File: config.mk
export PLATFORM = sky130hd
export DESIGN_NAME = mtb_bridge
export DESIGN_NICKNAME = d
export VERILOG_FILES = /design/src/logic/mtb_bridge.v /design/src/logic/mtb_xlat.v
export VERILOG_INCLUDE_DIRS = /design/src /design/src/logic
export SDC_FILE = /design/constraint.sdc
export NUM_CORES = 2
export LEC_CHECK = 0
export BUFFER_PORTS_ARGS = -buffer_cell sky130_fd_sc_hd__buf_2
export CORE_MARGIN = 10
export CORE_UTILIZATION = 60
export DETAILED_ROUTE_END_ITERATION = 8
export GPL_TIMING_DRIVEN = 1
export PLACE_DENSITY = 0.86
export SLEW_MARGIN = 20
export SYNTH_ARGS = -nofsm -noshare
export SYNTH_HDL_FRONTEND = slang
export SYNTH_SLANG_ARGS = --single-unit
File: constraint.sdc
create_clock -name clk -period 6.4 [get_ports clk]
set_input_delay 1.28 -clock clk [delete_from_list [all_inputs] [get_ports clk]]
set_output_delay 1.28 -clock clk [all_outputs]
set_load 0.03 [all_outputs]
File: src/logic/mtb_consts.vh
`ifndef MTB_CONSTS_VH
`define MTB_CONSTS_VH

// configuration-space interrupt control bit positions
`define MTB_CMD_INTDIS_BIT  10
`define MTB_MSI_EN_BIT      0

// max payload size: code n selects 128 << n bytes, largest code is 4096 bytes
`define MTB_MPS_BASE_BYTES  13'h0080
`define MTB_MPS_MAX_CODE    3'h5

// translation table page count limits
`define MTB_PAGES_MIN       1
`define MTB_PAGES_MAX       512

// request length field width in dwords
`define MTB_LEN_W           11

`endif

File: src/logic/mtb_bridge.v
// Overview of operation
// - read credit never wraps, gates reads
// - split requests at max payload boundaries
// - translate address for every split packet
// - page count power of two, 1..512
// - pick legacy or msi from config
// - interrupt-disable bit 10 blocks legacy
// - msi only when msi enable bit 0
// - never both interrupt methods active
`timescale 1ns/1ps
`default_nettype none
`include "mtb_consts.vh"

module mtb_bridge #(
    parameter PAGES      = 16,
    parameter PAGE_BITS  = 20,
    parameter BW         = 8,
    parameter CPL_BUF_DW = 1024
) (
    // clock and reset
    input  wire                   clk,
    input  wire                   srst,
    // memory-mapped slave port
    input  wire [31:0]            mm_address,
    input  wire                   mm_read,
    input  wire                   mm_write,
    input  wire [31:0]            mm_writedata,
    input  wire [BW-1:0]          mm_burstcount,
    output reg                    mm_waitrequest,
    output reg  [31:0]            mm_readdata,
    output reg                    mm_readdatavalid,
    // translation table write port
    input  wire                   tbl_wr,
    input  wire [8:0]             tbl_idx,
    input  wire [63-PAGE_BITS:0]  tbl_base,
    // configuration inputs
    input  wire [2:0]             cfg_max_payload,
    input  wire [15:0]            cfg_command,
    input  wire [15:0]            cfg_msi_ctrl,
    // outgoing request packets
    input  wire                   tx_ready,
    output reg                    tx_hdr_valid,
    output reg                    tx_is_write,
    output reg  [63:0]            tx_addr,
    output reg  [10:0]            tx_len,
    output reg                    tx_data_valid,
    output reg  [31:0]            tx_data,
    // returning completion data
    input  wire                   cpl_valid,
    input  wire [31:0]            cpl_data,
    // interrupts
    input  wire                   app_irq,
    input  wire                   msi_ack,
    output reg                    legacy_irq,
    output reg                    msi_req
);

    localparam S_IDLE  = 3'h0;
    localparam S_CMD   = 3'h1;
    localparam S_LOOK  = 3'h2;
    localparam S_WAITX = 3'h3;
    localparam S_CRED  = 3'h4;
    localparam S_HDR   = 3'h5;
    localparam S_WDATA = 3'h6;
    localparam CW      = ($clog2(CPL_BUF_DW + 1) + 1 > 12) ? $clog2(CPL_BUF_DW + 1) + 1 : 12;
    localparam [CW-1:0] CRED_MAX = CPL_BUF_DW;

    // ------------------------------------------------------------
    // helpers
    // ------------------------------------------------------------
    // boundary-limited chunk
    function [10:0] mtb_chunk;
        input [31:0] a;
        input [10:0] rem;
        input [2:0]  mps;
        reg   [2:0]  m;
        reg   [12:0] span;
        reg   [12:0] off;
        reg   [12:0] room;
        begin
            m         = (mps > `MTB_MPS_MAX_CODE) ? `MTB_MPS_MAX_CODE : mps;
            span      = `MTB_MPS_BASE_BYTES << m;
            off       = a[12:0] & (span - 13'h0001);
            room      = span - off;
            mtb_chunk = (rem < room[12:2]) ? rem : room[12:2];
        end
    endfunction

    function [CW-1:0] mtb_ext;
        input [10:0] v;
        begin
            mtb_ext = {{(CW-11){1'b0}}, v};
        end
    endfunction

    // ------------------------------------------------------------
    // state
    // ------------------------------------------------------------
    reg  [2:0]     state_reg;
    reg            dir_w_reg;
    reg            first_reg;
    reg  [31:0]    addr_reg;
    reg  [10:0]    rem_reg;
    reg  [10:0]    chunk_reg;
    reg  [10:0]    cnt_reg;
    reg  [31:0]    wbuf_reg;
    reg            xstart_reg;
    reg  [CW-1:0]  free_reg;
    reg  [CW-1:0]  free_next;
    reg            irq_prev_reg;
    wire           xdone;
    wire [63:0]    xaddr;

    wire [10:0] burst_ext = {{(11-BW){1'b0}}, mm_burstcount};
    wire [10:0] first_len = mtb_chunk(mm_address, burst_ext, cfg_max_payload);
    wire        take      = (state_reg == S_HDR) && tx_hdr_valid && tx_ready && !dir_w_reg;

    mtb_xlat #(
        .PAGES     (PAGES),
        .PAGE_BITS (PAGE_BITS)
    ) u_xlat (
        .clk         (clk),
        .srst        (srst),
        .wr_en       (tbl_wr),
        .wr_idx      (tbl_idx),
        .wr_base     (tbl_base),
        .look_start  (xstart_reg),
        .look_addr   (addr_reg),
        .look_done   (xdone),
        .look_result (xaddr)
    );

    // ------------------------------------------------------------
    // completion credit
    // ------------------------------------------------------------
    // saturating credit count
    always @* begin
        free_next = free_reg - (take ? mtb_ext(chunk_reg) : {CW{1'b0}});
        if (cpl_valid && free_next < CRED_MAX) begin
            free_next = free_next + {{(CW-1){1'b0}}, 1'b1};
        end
    end

    always @(posedge clk) begin
        if (srst) begin
            free_reg         <= CRED_MAX;
            mm_readdata      <= 32'h00000000;
            mm_readdatavalid <= 1'b0;
        end else begin
            free_reg         <= free_next;
            mm_readdata      <= cpl_data;
            mm_readdatavalid <= cpl_valid;
        end
    end

    // ------------------------------------------------------------
    // request sequencer
    // ------------------------------------------------------------
    // the first write word is held in wbuf so the command beat and data beat share one accept
    always @(posedge clk) begin
        if (srst) begin
            state_reg      <= S_IDLE;
            mm_waitrequest <= 1'b1;
            dir_w_reg      <= 1'b0;
            first_reg      <= 1'b0;
            addr_reg       <= 32'h00000000;
            rem_reg        <= 11'h000;
            chunk_reg      <= 11'h000;
            cnt_reg        <= 11'h000;
            wbuf_reg       <= 32'h00000000;
            xstart_reg     <= 1'b0;
            tx_hdr_valid   <= 1'b0;
            tx_is_write    <= 1'b0;
            tx_addr        <= 64'h0000000000000000;
            tx_len         <= 11'h000;
            tx_data_valid  <= 1'b0;
            tx_data        <= 32'h00000000;
        end else begin
            xstart_reg <= 1'b0;
            case (state_reg)
                S_IDLE: begin
                    mm_waitrequest <= 1'b1;
                    if (mm_write) begin
                        mm_waitrequest <= 1'b0;
                        dir_w_reg      <= 1'b1;
                        state_reg      <= S_CMD;
                    end else if (mm_read && free_reg >= mtb_ext(first_len)) begin
                        mm_waitrequest <= 1'b0;
                        dir_w_reg      <= 1'b0;
                        state_reg      <= S_CMD;
                    end
                end
                S_CMD: begin
                    mm_waitrequest <= 1'b1;
                    addr_reg       <= mm_address;
                    rem_reg        <= burst_ext;
                    wbuf_reg       <= mm_writedata;
                    first_reg      <= 1'b1;
                    state_reg      <= S_LOOK;
                end
                S_LOOK: begin
                    chunk_reg  <= mtb_chunk(addr_reg, rem_reg, cfg_max_payload);
                    cnt_reg    <= mtb_chunk(addr_reg, rem_reg, cfg_max_payload);
                    xstart_reg <= 1'b1;
                    state_reg  <= S_WAITX;
                end
                S_WAITX: begin
                    if (xdone) begin
                        tx_addr     <= xaddr;
                        tx_len      <= chunk_reg;
                        tx_is_write <= dir_w_reg;
                        if (!dir_w_reg && free_reg < mtb_ext(chunk_reg)) begin
                            state_reg <= S_CRED;
                        end else begin
                            tx_hdr_valid <= 1'b1;
                            state_reg    <= S_HDR;
                        end
                    end
                end
                S_CRED: begin
                    if (free_reg >= mtb_ext(chunk_reg)) begin
                        tx_hdr_valid <= 1'b1;
                        state_reg    <= S_HDR;
                    end
                end
                S_HDR: begin
                    if (tx_ready) begin
                        tx_hdr_valid <= 1'b0;
                        addr_reg     <= addr_reg + {19'h00000, chunk_reg, 2'b00};
                        rem_reg      <= rem_reg - chunk_reg;
                        if (!dir_w_reg) begin
                            state_reg <= (rem_reg == chunk_reg) ? S_IDLE : S_LOOK;
                        end else begin
                            state_reg <= S_WDATA;
                            if (first_reg) begin
                                tx_data       <= wbuf_reg;
                                tx_data_valid <= 1'b1;
                                first_reg     <= 1'b0;
                            end else begin
                                mm_waitrequest <= 1'b0;
                            end
                        end
                    end
                end
                S_WDATA: begin
                    // last word ends the entry use
                    if (!mm_waitrequest) begin
                        mm_waitrequest <= 1'b1;
                        tx_data        <= mm_writedata;
                        tx_data_valid  <= 1'b1;
                    end else if (tx_data_valid && tx_ready) begin
                        tx_data_valid <= 1'b0;
                        cnt_reg       <= cnt_reg - 11'h001;
                        if (cnt_reg == 11'h001) begin
                            state_reg <= (rem_reg == 11'h000) ? S_IDLE : S_LOOK;
                        end else begin
                            mm_waitrequest <= 1'b0;
                        end
                    end
                end
                default: begin
                    state_reg <= S_IDLE;
                end
            endcase
        end
    end

    // ------------------------------------------------------------
    // interrupt signalling
    // ------------------------------------------------------------
    wire msi_on   = cfg_msi_ctrl[`MTB_MSI_EN_BIT];
    wire leg_off  = cfg_command[`MTB_CMD_INTDIS_BIT];

    always @(posedge clk) begin
        if (srst) begin
            irq_prev_reg <= 1'b0;
            legacy_irq   <= 1'b0;
            msi_req      <= 1'b0;
        end else begin
            irq_prev_reg <= app_irq;
            legacy_irq <= app_irq && !msi_on && !leg_off;
            if (!msi_on) begin
                msi_req <= 1'b0;
            end else if (app_irq && !irq_prev_reg) begin
                msi_req <= 1'b1;
            end else if (msi_ack) begin
                msi_req <= 1'b0;
            end
        end
    end

endmodule // mtb_bridge

`default_nettype wire

File: src/logic/mtb_xlat.v
`timescale 1ns/1ps
`default_nettype none

// ------------------------------------------------------------
// paged address translation table, two-cycle lookup
// ------------------------------------------------------------
`include "mtb_consts.vh"

module mtb_xlat #(
    parameter PAGES     = 16,
    parameter PAGE_BITS = 20
) (
    // clock and reset
    input  wire                   clk,
    input  wire                   srst,
    // table write port from the controlling master
    input  wire                   wr_en,
    input  wire [8:0]             wr_idx,
    input  wire [63-PAGE_BITS:0]  wr_base,
    // lookup request and result
    input  wire                   look_start,
    input  wire [31:0]            look_addr,
    output reg                    look_done,
    output reg  [63:0]            look_result
);

    localparam NP = (PAGES > `MTB_PAGES_MAX) ? `MTB_PAGES_MAX :
                    (PAGES < `MTB_PAGES_MIN) ? `MTB_PAGES_MIN : PAGES;
    localparam IW = (NP > 1) ? $clog2(NP) : 1;

    reg [63-PAGE_BITS:0] table_mem [0:NP-1];
    reg [IW-1:0]         idx_reg;
    reg [PAGE_BITS-1:0]  off_reg;
    reg                  stage_reg;

    wire [IW-1:0] idx_pick = (NP > 1) ? look_addr[PAGE_BITS +: IW] : {IW{1'b0}};
    wire [IW-1:0] wr_pick  = (NP > 1) ? wr_idx[IW-1:0] : {IW{1'b0}};

    // entries have no reset: software loads them before use
    always @(posedge clk) begin
        if (wr_en) begin
            table_mem[wr_pick] <= wr_base;
        end
    end

    always @(posedge clk) begin
        if (srst) begin
            idx_reg     <= {IW{1'b0}};
            off_reg     <= {PAGE_BITS{1'b0}};
            stage_reg   <= 1'b0;
            look_done   <= 1'b0;
            look_result <= 64'h0000000000000000;
        end else begin
            stage_reg <= look_start;
            look_done <= stage_reg;
            if (look_start) begin
                idx_reg <= idx_pick;
                off_reg <= look_addr[PAGE_BITS-1:0];
            end
            if (stage_reg) begin
                look_result <= {table_mem[idx_reg], off_reg};
            end
        end
    end

endmodule // mtb_xlat

`default_nettype wire

==> impl_metrics.py <==
metrics = {
    "logic_synthesis": {
        "yosys_warnings": 0,
        "synthTopCellsByArea": "edfxtp_1 50%, dfxtp_1 16%, mux4_2 12%",
        "synth-seq-cells": 1048,
        "synthTopCellsByCount": "704 x edfxtp_1, 366 x nand2_1, 344 x dfxtp_1, 220 x mux4_2, 215 x nor2_1",
        "seq_area_frac_synth_pct": 65.7,
        "synth_largest_area_cell": "edfxtp_1",
        "syn_avg_cell_area_um2": 14.4,
        "synth_cell_types": 80,
        "synthesis.area_mm2": 0.0426,
        "synth_most_common_cell": "edfxtp_1",
        "syn_inst": 2953,
        "async_flop_share_pct": 0,
        "synth_edf_count": 704,
        "synthFlopType": "edfxtp_1",
        "synth_top_cell_area_share_pct": 49.6,
    },
    "drt": {
        "drt-total-wl_um": 121000,
        "dr_wl_met2_um": 61700,
        "wl_per_cell_um": 28.2,
        "viasPerCell": 6.49,
        "top_layer": "met5",
        "drc": 0,
        "dr_total_vias": 27797,
        "ant_nets": 0,
        "drt_first_iter_violations": 3545,
        "routed-wl-met3_um": 12400,
        "first_pass_iters": 6,
        "m1WireLength_um": 42200,
    },
    "timing": {
        "max_freq_ghz": 0.187,
        "slew_headroom_pct": -4.32,
        "hold_violations": 0,
        "worstMarginPinSlew_ps": 1560,
        "worst_slack_ps": 1060,
        "tns_ps": 0,
        "fin_crit_ps": 5340,
        "skew_ps": 43.4,
        "min_period_over_period_pct": 83.4,
        "report.final.slew_viol_count": 54,
        "rsz0062_at_grt": "false",
        "setup_viol": 0,
    },
    "die": {
        "start_util_pct": 60.7,
        "die_h_um": 287,
        "fp.coreArea_mm2": 0.0703,
        "pin_count": 347,
        "die_area_mm2": 0.0821,
        "rows": 97,
        "chipWidth_um": 287,
    },
    "final_layout": {
        "drive_gt1_share_pct": 23.7,
        "largest_reg_flops": 704,
        "regMostFlops": "u_xlat.table_mem",
        "finalNetCount": 3525,
        "syn_to_final_growth_pct": 15.2,
        "fin_cells": 4285,
        "reg_top3": "u_xlat.table_mem: 704 flops, tx_addr: 64 flops, u_xlat.look_result: 64 flops",
    },
    "clock_network": {
        "cts_tree": "yes",
        "cts-root-buf": "clkbuf_16",
        "clk_latency_ps": 680,
        "hold_buffers": 0,
        "cts-resized-gates": 0,
        "cts_made_buffers": 103,
        "cts_sinks": 1048,
        "path_clk_slew_ps": 60,
        "htreeDepth": 3,
        "postCtsSetupBuffers": 0,
        "clk_path_buf_depth": 3,
    },
    "global_route": {
        "grt_util_all_layers_pct": 28.7,
        "gr-total-overflow": 0,
        "grt_max_degree": 178,
        "grt_pass1_vias": 27362,
        "antenna_found_initial": 15,
        "grt_pass1_wl_um": 178000,
    },
    "status": {
        "status": "complete, but fails checks",
        "violations": "max-slew violations",
    },
    "power_and_ir_drop": {
        "leakagePower_nw": 16.6,
        "p_per_area_mw_per_mm2": 334,
        "comb_power_share_pct": 12.9,
        "peakVddDrop_mv": 0.388,
        "report.power.total_mw": 16.4,
        "seqPwrFrac_pct": 47.0,
        "internal-power_mw": 12.2,
        "clkPwrFrac_pct": 40.0,
        "switching_share_pct": 25.9,
        "p_sw_mw": 4.25,
    },
    "setup_path": {
        "required_ps": 6920,
        "end_kind": "flip-flop",
        "reg2reg_to": "free_reg[9]$_SDFF_PP0_",
        "reg2reg_depth": 16,
        "reg2reg_slack_ps": 1170,
        "startpoint_type": "primary input",
        "crit_path_start": "mm_address[3]",
        "crit_path_end": "state_reg[0]$_SDFFE_PP0P_",
        "worst-path-max-fanout": 8,
        "r2r_start": "state_reg[0]$_SDFFE_PP0P_",
        "worstSetupPathType": "in2reg",
        "crit_arrival_ps": 5860,
    },
    "placement": {
        "io_buffers": 303,
        "dp.final_hpwl_um": 67600,
        "post-place-cells": 4075,
        "place.gp.congestion": 0.970,
        "dp_slack_ps": 426,
    },
    "flow_run": {
        "max-cap-violations": 0,
    },
    "hold_path": {
        "hold_path_class": "reg2reg",
    },
}
-- area by class of cell --
class	count	area (um2)
fillers	4402	21100
diodes	9	22.5
clock buffers	147	2920
clock inverters	49	795
well taps	940	1180
flip-flops and latches	1048	28000
inverters	49	184
multi-input cells	1694	14000
repair buffers	349	2030
-- worst min path at each step --
| stage | start | end | slack, ps | cells after the start |
|---|---|---|---|---|
| after global routing | tx_len[2]$_SDFFE_PP0P_ | tx_len[2]$_SDFFE_PP0P_ | 470 | 2 |
| after global placement | tx_addr[51]$_SDFFE_PP0P_ | tx_addr[51]$_SDFFE_PP0P_ | 440 | 2 |
| after CTS | tx_len[5]$_SDFFE_PP0P_ | tx_len[5]$_SDFFE_PP0P_ | 450 | 2 |
| after floorplan | u_xlat.look_result[0]$_SDFFE_PP0P_ | tx_addr[0]$_SDFFE_PP0P_ | 430 | 2 |
| final | wbuf_reg[24]$_SDFFE_PP0P_ | tx_data[24]$_SDFFE_PP0P_ | 450 | 2 |
| after detailed placement | tx_len[5]$_SDFFE_PP0P_ | tx_len[5]$_SDFFE_PP0P_ | 440 | 2 |
-- worst max-delay path: stages --
cell and delay (ps):
buf_2 130, nor4_2 520, nand3_1 240, nor2_2 270, mux2i_1 210, o21ai_0 160, ha_1 330, nand3_1 80
nor2_1 40, a221oi_1 320, a31oi_1 80, nand4_1 330, mux2_2 390, ha_1 290, a21o_1 160, a21o_1 170
a211o_1 290, o211ai_1 90, a31oi_1 150, nor4_1 210, a2111oi_0 100
-- per-stage QoR --
| stage | cell area, um2 | hold WS (ps) | util, % |
|---|---|---|---|
| after floorplan | 42700 | 431 | - |
| after global placement | 45200 | 439 | 64.4 |
| after detailed placement | 45300 | 444 | 64.4 |
| after CTS | 49000 | 452 | 69.7 |
| after global routing | 49100 | 469 | 69.9 |
| final | 49100 | 448 | 69.9 |
-- cell families (layout without fill, tap and decap cells) --
logic type	Yosys count	count (layout)	share of synthesized area, %
AO/OA/AOI/OAI	446	446	6.65
XOR/XNOR	38	38	0.798
adder cells (fa/ha/maj)	79	79	2.37
buffers and inverters	213	594	1.92
flip-flops	1048	1048	65.7
multiplexers	329	329	14.2
other	1	12	0.00879
AND/OR/NAND/NOR	799	799	8.33
-- cell usage in the layout, fill, tap and decap left out, types with 13 or more instances in the layout --
cell type / count
clkbuf_1: 27
clkbuf_8: 16
nand2_1: 365
nand3_1: 20
ha_1: 76
mux2i_1: 98
clkbuf_16: 104
a31oi_1: 19
buf_2: 302
nor2_4: 13
buf_4: 36
nor4_1: 13
o21ai_0: 52
mux4_2: 220
nor2_1: 201
nor2b_1: 50
a21oi_1: 192
bufinv_16: 16
a211oi_1: 14
inv_1: 48
a311oi_1: 36
dfxtp_1: 339
xnor2_1: 20
nand2b_1: 18
nor3_1: 33
o21a_1: 17
xor2_1: 17
edfxtp_1: 704
-- per-layer routing --
layer / global-route usage (%) / up-vias
met3: 6.77 / 293
li1: - / 11834
met1: 35.5 / 13917
met4: 10.1 / 10
met2: 49.1 / 1743
met5: 0 / -
-- power by group through the flow --
stage	sequential, mW	clock, mW	combinational (mW)
floorplan	7.76	0	1.49
global placement	7.82	0	1.99
detailed placement	7.84	0	2.05
CTS	7.71	6.63	2.08
global route	7.73	6.89	2.32
finish	7.72	6.57	2.12
Power figures use the tool's default switching activity.
